===== config.mk =====
export PLATFORM = sky130hd
export DESIGN_NAME = power_on_switch_config
export DESIGN_NICKNAME = d
export VERILOG_FILES = /design/src/include/switch_config_pkg.sv /design/src/verilog/addr_check.sv /design/src/verilog/power_on_switch_config.sv
export SDC_FILE = /design/constraint.sdc
export NUM_CORES = 1
export LEC_CHECK = 0
export BUFFER_PORTS_ARGS = -buffer_cell sky130_fd_sc_hd__clkbuf_2
export CAP_MARGIN = 5
export CORE_MARGIN = 5
export CORE_UTILIZATION = 42
export CTS_CLUSTER_SIZE = 12
export DETAILED_ROUTE_END_ITERATION = 10
export PLACE_DENSITY = 0.79
export SLEW_MARGIN = 25
export SYNTH_ARGS = -nofsm -noshare
export SYNTH_HDL_FRONTEND = slang
export SYNTH_SLANG_ARGS = --single-unit

===== constraint.sdc =====
create_clock -name clk_sys -period 1.55 [get_ports clk_sys]
set_clock_uncertainty 0.15 [all_clocks]
set_input_delay 0.31 -clock clk_sys [delete_from_list [all_inputs] [get_ports clk_sys]]
set_output_delay 0.31 -clock clk_sys [all_outputs]
set_load 0.01 [all_outputs]

===== src/include/switch_config_pkg.sv =====
`default_nettype none
package switch_config_pkg;
   // ----------------------------------------
   // capture and decode constants
   // ----------------------------------------
   localparam logic [3:0] RATE_625K      = 4'h7;
   localparam logic [3:0] RATE_ALARM_MIN = 4'h8;
   localparam logic [7:0] ADDR_MIN       = 8'h60;
   localparam logic [7:0] ADDR_MAX       = 8'h7f;
   localparam logic [7:0] ADDR_DEFAULT   = 8'h61;
   localparam int         SETTLE_CYCLES  = 4;
   localparam logic [4:0] LEN_SHORT      = 5'h11;
   localparam logic [5:0] LEN_LONG       = 6'h20;
   localparam logic [4:0] SLAVES_16BIT   = 5'h08;
   localparam logic [4:0] SLAVES_8BIT    = 5'h10;
   // positions inside the operation mode switch bank
   localparam int         MODE_BIT_WIDTH = 0;
   localparam int         MODE_BIT_LEN_A = 1;
   localparam int         MODE_BIT_LEN_B = 2;
endpackage : switch_config_pkg
`default_nettype wire


===== src/verilog/addr_check.sv =====
`timescale 1ns/1ps
`default_nettype none
module addr_check
   import switch_config_pkg::*;
(
   // digits
   input  wire logic [3:0] tens_digit,
   input  wire logic [3:0] ones_digit,
   // result
   output wire logic [7:0] station_addr,
   output wire logic       addr_legal
);
   assign station_addr = {tens_digit, ones_digit};
   assign addr_legal   = (station_addr >= ADDR_MIN) && (station_addr <= ADDR_MAX);
endmodule : addr_check
`default_nettype wire


===== src/verilog/power_on_switch_config.sv =====
`timescale 1ns/1ps
`default_nettype none
module power_on_switch_config
   import switch_config_pkg::*;
(
   // clock, reset and enable
   input  wire logic       clk_sys,
   input  wire logic       resetn,
   input  wire logic       clk_en,
   // front-panel switches and stored parameter
   input  wire logic [3:0] link_rate_selector,
   input  wire logic [3:0] operating_mode_switch_bank,
   input  wire logic [3:0] station_tens_switch,
   input  wire logic [3:0] station_ones_switch,
   input  wire logic       slave0_connect_param,
   // applied configuration
   output logic            config_valid,
   output logic            rate_625k_sel,
   output logic            rate_unusable,
   output logic            switch_alarm,
   output logic            io_8bit_mode,
   output logic [4:0]      max_slaves,
   output logic [5:0]      transfer_bytes,
   output logic            transfer_len_bad,
   output logic [7:0]      station_addr,
   output logic            addr_error,
   output logic            fieldbus_enable,
   output logic            slave0_connect
);
   // ----------------------------------------
   // capture sequencing
   // ----------------------------------------
   // a short settle delay lets switch inputs stabilise after power-up
   typedef enum logic [1:0] {ST_SETTLE, ST_CAPTURE, ST_HOLD} cap_state_e;
   cap_state_e state_reg;
   cap_state_e state_next;
   logic [2:0] settle_reg;
   wire        settle_done = (settle_reg == 3'(SETTLE_CYCLES - 1));
   wire        capture     = (state_reg == ST_CAPTURE);

   always_comb
   begin
      state_next = state_reg;
      unique case (state_reg)
         ST_SETTLE:  if (settle_done) state_next = ST_CAPTURE;
         ST_CAPTURE: state_next = ST_HOLD;
         ST_HOLD:    state_next = ST_HOLD;
         // the fourth code is unused; recover via ST_SETTLE, with no new settle delay as settle_reg stays at its end count
         default:    state_next = ST_SETTLE;
      endcase
   end

   always_ff @(posedge clk_sys or negedge resetn)
   begin
      if (!resetn)
      begin
         state_reg  <= ST_SETTLE;
         settle_reg <= 3'h0;
      end
      else if (clk_en)
      begin
         state_reg <= state_next;
         if (!settle_done)
            settle_reg <= settle_reg + 3'h1;
      end
   end

   // ----------------------------------------
   // decode
   // ----------------------------------------
   wire [7:0] addr_w;
   wire       addr_ok_w;
   addr_check u_addr_check (
      .tens_digit   (station_tens_switch),
      .ones_digit   (station_ones_switch),
      .station_addr (addr_w),
      .addr_legal   (addr_ok_w)
   );

   wire       alarm_w    = (link_rate_selector >= RATE_ALARM_MIN);
   wire       r625_w     = (link_rate_selector == RATE_625K);
   // no alarm for 0..6: only marks the link as not runnable
   wire       unusable_w = (link_rate_selector < RATE_625K);
   // bit 3 (fourth position) deliberately unread
   wire       mode8_w    = operating_mode_switch_bank[MODE_BIT_WIDTH];
   wire [4:0] slaves_w   = mode8_w ? SLAVES_8BIT : SLAVES_16BIT;
   wire       len_a_w    = operating_mode_switch_bank[MODE_BIT_LEN_A];
   wire       len_b_w    = operating_mode_switch_bank[MODE_BIT_LEN_B];
   // position 2 on is undefined; flagged, short length used
   wire [5:0] bytes_w    = (!len_a_w && len_b_w) ? LEN_LONG : {1'b0, LEN_SHORT};
   wire       len_bad_w  = len_a_w;
   wire       run_ok_w   = addr_ok_w && r625_w && !len_bad_w;

   // ----------------------------------------
   // applied configuration, loaded once
   // ----------------------------------------
   // one load strobe for every field keeps them coherent with config_valid
   wire        load_w = clk_en && capture;

   logic       config_valid_reg;
   logic       config_valid_next;
   logic       rate_625k_reg;
   logic       rate_625k_next;
   logic       rate_unusable_reg;
   logic       rate_unusable_next;
   logic       switch_alarm_reg;
   logic       switch_alarm_next;
   logic       io_8bit_reg;
   logic       io_8bit_next;
   logic [4:0] max_slaves_reg;
   logic [4:0] max_slaves_next;
   logic [5:0] transfer_bytes_reg;
   logic [5:0] transfer_bytes_next;
   logic       len_bad_reg;
   logic       len_bad_next;
   logic [7:0] station_addr_reg;
   logic [7:0] station_addr_next;
   logic       addr_error_reg;
   logic       addr_error_next;
   logic       fieldbus_en_reg;
   logic       fieldbus_en_next;
   logic       slave0_reg;
   logic       slave0_next;

   // ----------------------------------------
   // next values: load on the strobe, else hold
   // ----------------------------------------
   assign config_valid_next   = load_w ? 1'b1       : config_valid_reg;
   assign rate_625k_next      = load_w ? r625_w     : rate_625k_reg;
   assign rate_unusable_next  = load_w ? unusable_w : rate_unusable_reg;
   assign switch_alarm_next   = load_w ? alarm_w    : switch_alarm_reg;
   assign io_8bit_next        = load_w ? mode8_w    : io_8bit_reg;
   assign max_slaves_next     = load_w ? slaves_w   : max_slaves_reg;
   assign transfer_bytes_next = load_w ? bytes_w    : transfer_bytes_reg;
   assign len_bad_next        = load_w ? len_bad_w  : len_bad_reg;
   assign station_addr_next   = load_w ? addr_w     : station_addr_reg;
   assign addr_error_next     = load_w ? !addr_ok_w : addr_error_reg;
   assign fieldbus_en_next    = load_w ? run_ok_w   : fieldbus_en_reg;
   assign slave0_next         = load_w ? slave0_connect_param : slave0_reg;

   // ----------------------------------------
   // registers
   // ----------------------------------------
   // reset values are the factory settings, except rate_625k_sel and fieldbus_enable which reset low, so outputs read sane before capture
   always_ff @(posedge clk_sys or negedge resetn)
   begin
      if (!resetn)
      begin
         config_valid_reg <= 1'b0;
         switch_alarm_reg <= 1'b0;
         addr_error_reg   <= 1'b0;
         fieldbus_en_reg  <= 1'b0;
      end
      else
      begin
         config_valid_reg <= config_valid_next;
         switch_alarm_reg <= switch_alarm_next;
         addr_error_reg   <= addr_error_next;
         fieldbus_en_reg  <= fieldbus_en_next;
      end
   end

   always_ff @(posedge clk_sys or negedge resetn)
   begin
      if (!resetn)
      begin
         rate_625k_reg     <= 1'b0;
         rate_unusable_reg <= 1'b0;
      end
      else
      begin
         rate_625k_reg     <= rate_625k_next;
         rate_unusable_reg <= rate_unusable_next;
      end
   end

   always_ff @(posedge clk_sys or negedge resetn)
   begin
      if (!resetn)
      begin
         io_8bit_reg        <= 1'b0;
         max_slaves_reg     <= SLAVES_16BIT;
         transfer_bytes_reg <= LEN_LONG;
         len_bad_reg        <= 1'b0;
      end
      else
      begin
         io_8bit_reg        <= io_8bit_next;
         max_slaves_reg     <= max_slaves_next;
         transfer_bytes_reg <= transfer_bytes_next;
         len_bad_reg        <= len_bad_next;
      end
   end

   always_ff @(posedge clk_sys or negedge resetn)
   begin
      if (!resetn)
      begin
         station_addr_reg <= ADDR_DEFAULT;
         slave0_reg       <= 1'b0;
      end
      else
      begin
         station_addr_reg <= station_addr_next;
         slave0_reg       <= slave0_next;
      end
   end

   // ----------------------------------------
   // outputs, each straight from its flip-flop
   // ----------------------------------------
   assign config_valid     = config_valid_reg;
   assign rate_625k_sel    = rate_625k_reg;
   assign rate_unusable    = rate_unusable_reg;
   assign switch_alarm     = switch_alarm_reg;
   assign io_8bit_mode     = io_8bit_reg;
   assign max_slaves       = max_slaves_reg;
   assign transfer_bytes   = transfer_bytes_reg;
   assign transfer_len_bad = len_bad_reg;
   assign station_addr     = station_addr_reg;
   assign addr_error       = addr_error_reg;
   assign fieldbus_enable  = fieldbus_en_reg;
   assign slave0_connect   = slave0_reg;
endmodule : power_on_switch_config
`default_nettype wire

# After elaboration in Yosys (flattened, before gate mapping)

Index checks and enable logic that the tools add are counted.

Register bits after elaboration: 33
Word-level logic and storage cells: 40

$add $sub $neg: 1
$lt $le $gt $ge: 4
Equal/unequal tests: 5
Muxes and demuxes: 4
Bitwise operators: 1
Reductions and logical operators: 11

Operators by type and width:

| kind                                                               | count |
|---|---|
| greater-or-equal comparator 8 x 7 -> 1 bit (second input constant) | 1 |
| <= comparator 8 x 7 -> 1 bit (second input constant)               | 1 |
| two-way mux 6 bit                                                  | 1 |
| logical AND 1 bit                                                  | 5 |
| two-way mux 5 bit                                                  | 1 |
| == test 4 x 3 -> 1 bit (second input constant)                     | 1 |
| greater-or-equal comparator 4 bit (second input constant)          | 1 |
| less-than comparator 4 x 3 -> 1 bit (second input constant)        | 1 |
| one-hot mux 2 bit (2 select lines)                                 | 1 |
| AND reduction 2 bit                                                | 2 |
| adder 3 x 1 -> 3 bit (second input constant)                       | 1 |
| == test 3 x 2 -> 1 bit (second input constant)                     | 1 |
| == test 2 x 1 -> 1 bit (second input constant)                     | 1 |
| == test 2 bit (second input constant)                              | 1 |
| logical NOT 1 bit                                                  | 2 |
| logical NOT 2 bit                                                  | 1 |
| two-way mux 2 bit                                                  | 1 |
| inequality test 2 bit (second input constant)                      | 1 |
| OR reduction 2 bit                                                 | 1 |
| NOT 1 bit                                                          | 1 |

# Logic depth before layout (Yosys ltp)

Depth after elaboration: 4
Depth in mapped cells: 6
Mapped depth without buffers: 5

# Hierarchy

From an unflattened synthesis, not the netlist that was laid out.

Cells, all modules: 92
Area total of the unflattened synthesis: 1,187.4 um^2

Modules (own cells, without submodules):

| module                 | instances | cells an instance | area each (um^2) |
|---|---|---|---|
| power_on_switch_config | 1         | 83                | 1,118.6 |
| addr_check             | 1         | 9                 | 68.8 |

# Worst setup path before layout

No wires, ideal clock.

Path type: reg2reg
Start: register settle_reg[0]
End: register state_reg[1]
Setup time: 0.125 ns
Arrival time: 1.237 ns
Required time: 1.275 ns
Path slack: 0.038 ns
Cell stages (with the launch flop): 5
Buffers on the path: 0
Clock period less this slack: 1.512 ns
Path through: dfrtp_1 > ha_1 > ha_1 > o21ai_0 > mux2_2

Cells in the longest elaborated chain, start to end: 3

RTL lines:

| item                            | line                         | RTL |
|---|---|---|
| start: declaration              | power_on_switch_config.sv:37 | `logic [2:0] settle_reg;` |
| start signal: assignment        | power_on_switch_config.sv:64 | `settle_reg <= settle_reg + 3'h1;` |
| == test 3 x 2 -> 1 bit          | power_on_switch_config.sv:38 | `wire settle_done = (settle_reg == 3'(SETTLE_CYCLES - 1));` |
| inequality test 2 bit (no line) | --                           |  |
| AND reduction 2 bit (no line)   | --                           |  |
| end signal: assignment          | power_on_switch_config.sv:62 | `state_reg <= state_next;` |
| end: declaration                | power_on_switch_config.sv:35 | `cap_state_e state_reg;` |

Every way passes these cells.
A chain may end at the register's enable or synchronous reset.

# Worst setup path in the final report

Ends and elaborated chain as after synthesis.

==> out/metrics.yaml <==
routing:
  dr.pass1.iters: 3
  drt-initial-drc-count: 12
  ant_nets: 0
  drt_wl_total_mm: 2.155
  drc_errors: 0
  via_per_inst: 4.694
  vias: 737
  wire_per_inst_um: 13.73
hold_path:
  min_path_type: "in -> reg"
yosys:
  syn_area_mm2: 0.001132
  synth_cell_types: 22
  synth_top_area_share_pct: 44.20
  synth_warnings: 0
  synthFlopType: "dfrtp_1"
  synth_area_leader_cell: "dfrtp_1"
  synth_edf_count: 0
  syn_avg_cell_area_um2: 13.81
  synth-async-reset-ratio_pct: 100.0
  synth_commonest_cells: "20 x dfrtp_1, 9 x mux2_4, 8 x buf_4, 6 x mux2_2, 5 x dfstp_2"
  synthCells: 82
  synth_most_common_cell: "dfrtp_1"
  ys_ff_latch: 25
  synth_area_leaders: "dfrtp_1 44%, mux2_4 12%, dfstp_2 12%"
  synth_seq_area_share_pct: 55.80
power:
  power_frac_seq_pct: 45.3
  p_total_uw: 2577
  intPower_uw: 1717
  power.share.clock_pct: 10.9
  p_per_area_mw_per_mm2: 1810
  power_leakage_uw: 0.0007482
  combPwrFrac_pct: 43.8
  switching_share_pct: 33.35
  p_sw_uw: 859.5
  ir_worst_vdd_v: 0.0009198
placed_design:
  port_buffers: 40
  post-place-ws_ps: -44.99
  gp_congestion: 0.6671
  dpl.cell_count: 150
  dp_hpwl_mm: 1.696
clock_tree:
  cts.sinks: 25
  cts_tree: "yes"
  insertion_delay_ps: 300
  cts_made_buffers: 3
  clk_pin_slew_worst_paths_ps: 130
  root_buffer: "clkbuf_4"
  cts_max_path_buffers: 2
  htree_levels: 1
final_layout:
  syn2layout_area_growth_pct: 25.75
  layout.nets: 152
  largest_reg_flops: 8
  layoutNonFillerInstCount: 157
  drive_above_1_share_pct: 59.06
  num_antenna_cells: 0
global_routing:
  grt_pass1_wl_mm: 3.505
  track_usage_pct: 12.58
  grt_max_degree: 26
  grt_pass1_vias: 767
  overflow: 0
  antenna_found_initial: 0
sta:
  fmax_ghz: 0.6535
  finalHoldViolCount: 0
  worst_pin_slew_ps: 593.7
  post-route-period-util_pct: 98.73
  fin_crit_ps: 1530
  setup_ws_ps: 19.74
  slew_viol_final: 0
  relSlewSlack_pct: 60.42
  finalSetupViolations: 0
worst_setup_path:
  cp_data_required_time_ps: 1600
  crit_type: "reg -> reg"
  cp_max_fo: 3
  cp_cell_sequence: "ha_1, ha_2, o21ai_2, mux2_2"
  start_kind: "register"
  worstSetupEndpointType: "register"
  cp_slowest_stage_delay_ps: 410
  crit_path_top_delay_cell: "dfrtp_1"
  arrival_ps: 1580
die:
  die_h_um: 61.93
  boundaryPins: 48
  rows: 18
  chipWidth_um: 61.93
  core-area_mm2: 0.002522
  dieArea_mm2: 0.003835
  initial_core_util_pct: 44.89
run_status:
  status: "finished, final reports clean"
flow_run:
  drv_cap: 0
## metal layers
metal | GRT usage, % | wire (µm)
met3 | 3.719 | 196
met2 | 21.23 | 1128
met5 | 0 | 0
met4 | 4.545 | 17
met1 | 15.24 | 813
## power groups by stage
stage | sequential (µW) | clock [µW] | combinational [µW]
2_1_floorplan | 1270 | 0 | 564
3_3_place_gp | 1160 | 0 | 1010
3_5_place_dp | 1180 | 0 | 1060
4_1_cts | 1170 | 285 | 1090
5_1_grt | 1210 | 311 | 1250
6_report | 1170 | 280 | 1130
## final timing paths
check | slack [ps] | from | endpoint | cells past startpoint
worst max-delay path | 20 | settle_reg[0] | state_reg[1] | 4
worst max register to register | 20 | settle_reg[0] | state_reg[1] | 4
worst min register to register | 330 | max_slaves[3] | max_slaves[3] | 2
max in group asynchronous | 500 | resetn | settle_reg[0] | 2
min in group asynchronous | 370 | resetn | station_addr[7] | 2
worst min-delay path | 10 | operating_mode_switch_bank[0] | max_slaves[3] | 2
## cell families after synthesis
group,after synthesis,synth area share (%)
flip-flops,25,55.80
buffers and inverters,14,8.618
multiplexers,15,17.90
other,1,0.3312
XOR/XNOR,1,0.7736
AND/OR/NAND/NOR,12,6.188
adder cells (fa/ha/maj),4,4.420
AO/OA/AOI/OAI,10,5.967
## worst max-delay path: cells and delay by family (launching register included)
kind / cells / cell delay (ps)
mux: 1 / 340
flops: 1 / 410
fa+ha+maj: 2 / 410
compound gates: 1 / 110
## through the flow
stage	utilization, %	hold WS, ps	TNS, ps	instance area (µm²)
after floorplan	-	-135.6	0	1151
after global placement	53.17	179.8	0	1341
after detailed placement	53.17	189.6	-49.08	1341
after CTS	55.01	12.91	0	1388
after global routing	56.45	15.51	-29.39	1424
final	56.45	14.71	0	1424
## cell usage in the layout (no fill, tap or decap), types with 2 or more instances in the layout
cell and count:
inv_1 4, mux2_2 6, ha_1 2, dfstp_2 5, mux2_4 9, clkbuf_2 40
dfrtp_1 20, o21ai_0 3, a21oi_1 3, buf_4 4, nor2_1 2, conb_1 6
clkbuf_4 3, nand2_1 4
## timing repair
action | CTS | global route
endpoints found under the setup margin | 6 | 13
resized for setup | 3 | 4
pin swaps | 1 | 0
hold buffers | 1 | 0
gates cloned | 0 | 0
endpoints found under the hold margin | 20 | 0
buffers inserted | 0 | 2
## cell type report
type                    instances  area (µm²)
fillers                       214        1099
flip-flops and latches         25       631.9
multi-input cells              48       452.9
repair buffers                 46       260.3
well taps                      30       37.54
clock buffers                   4       26.28
inverters                       4       15.01
(Power assumes the default switching activity.)
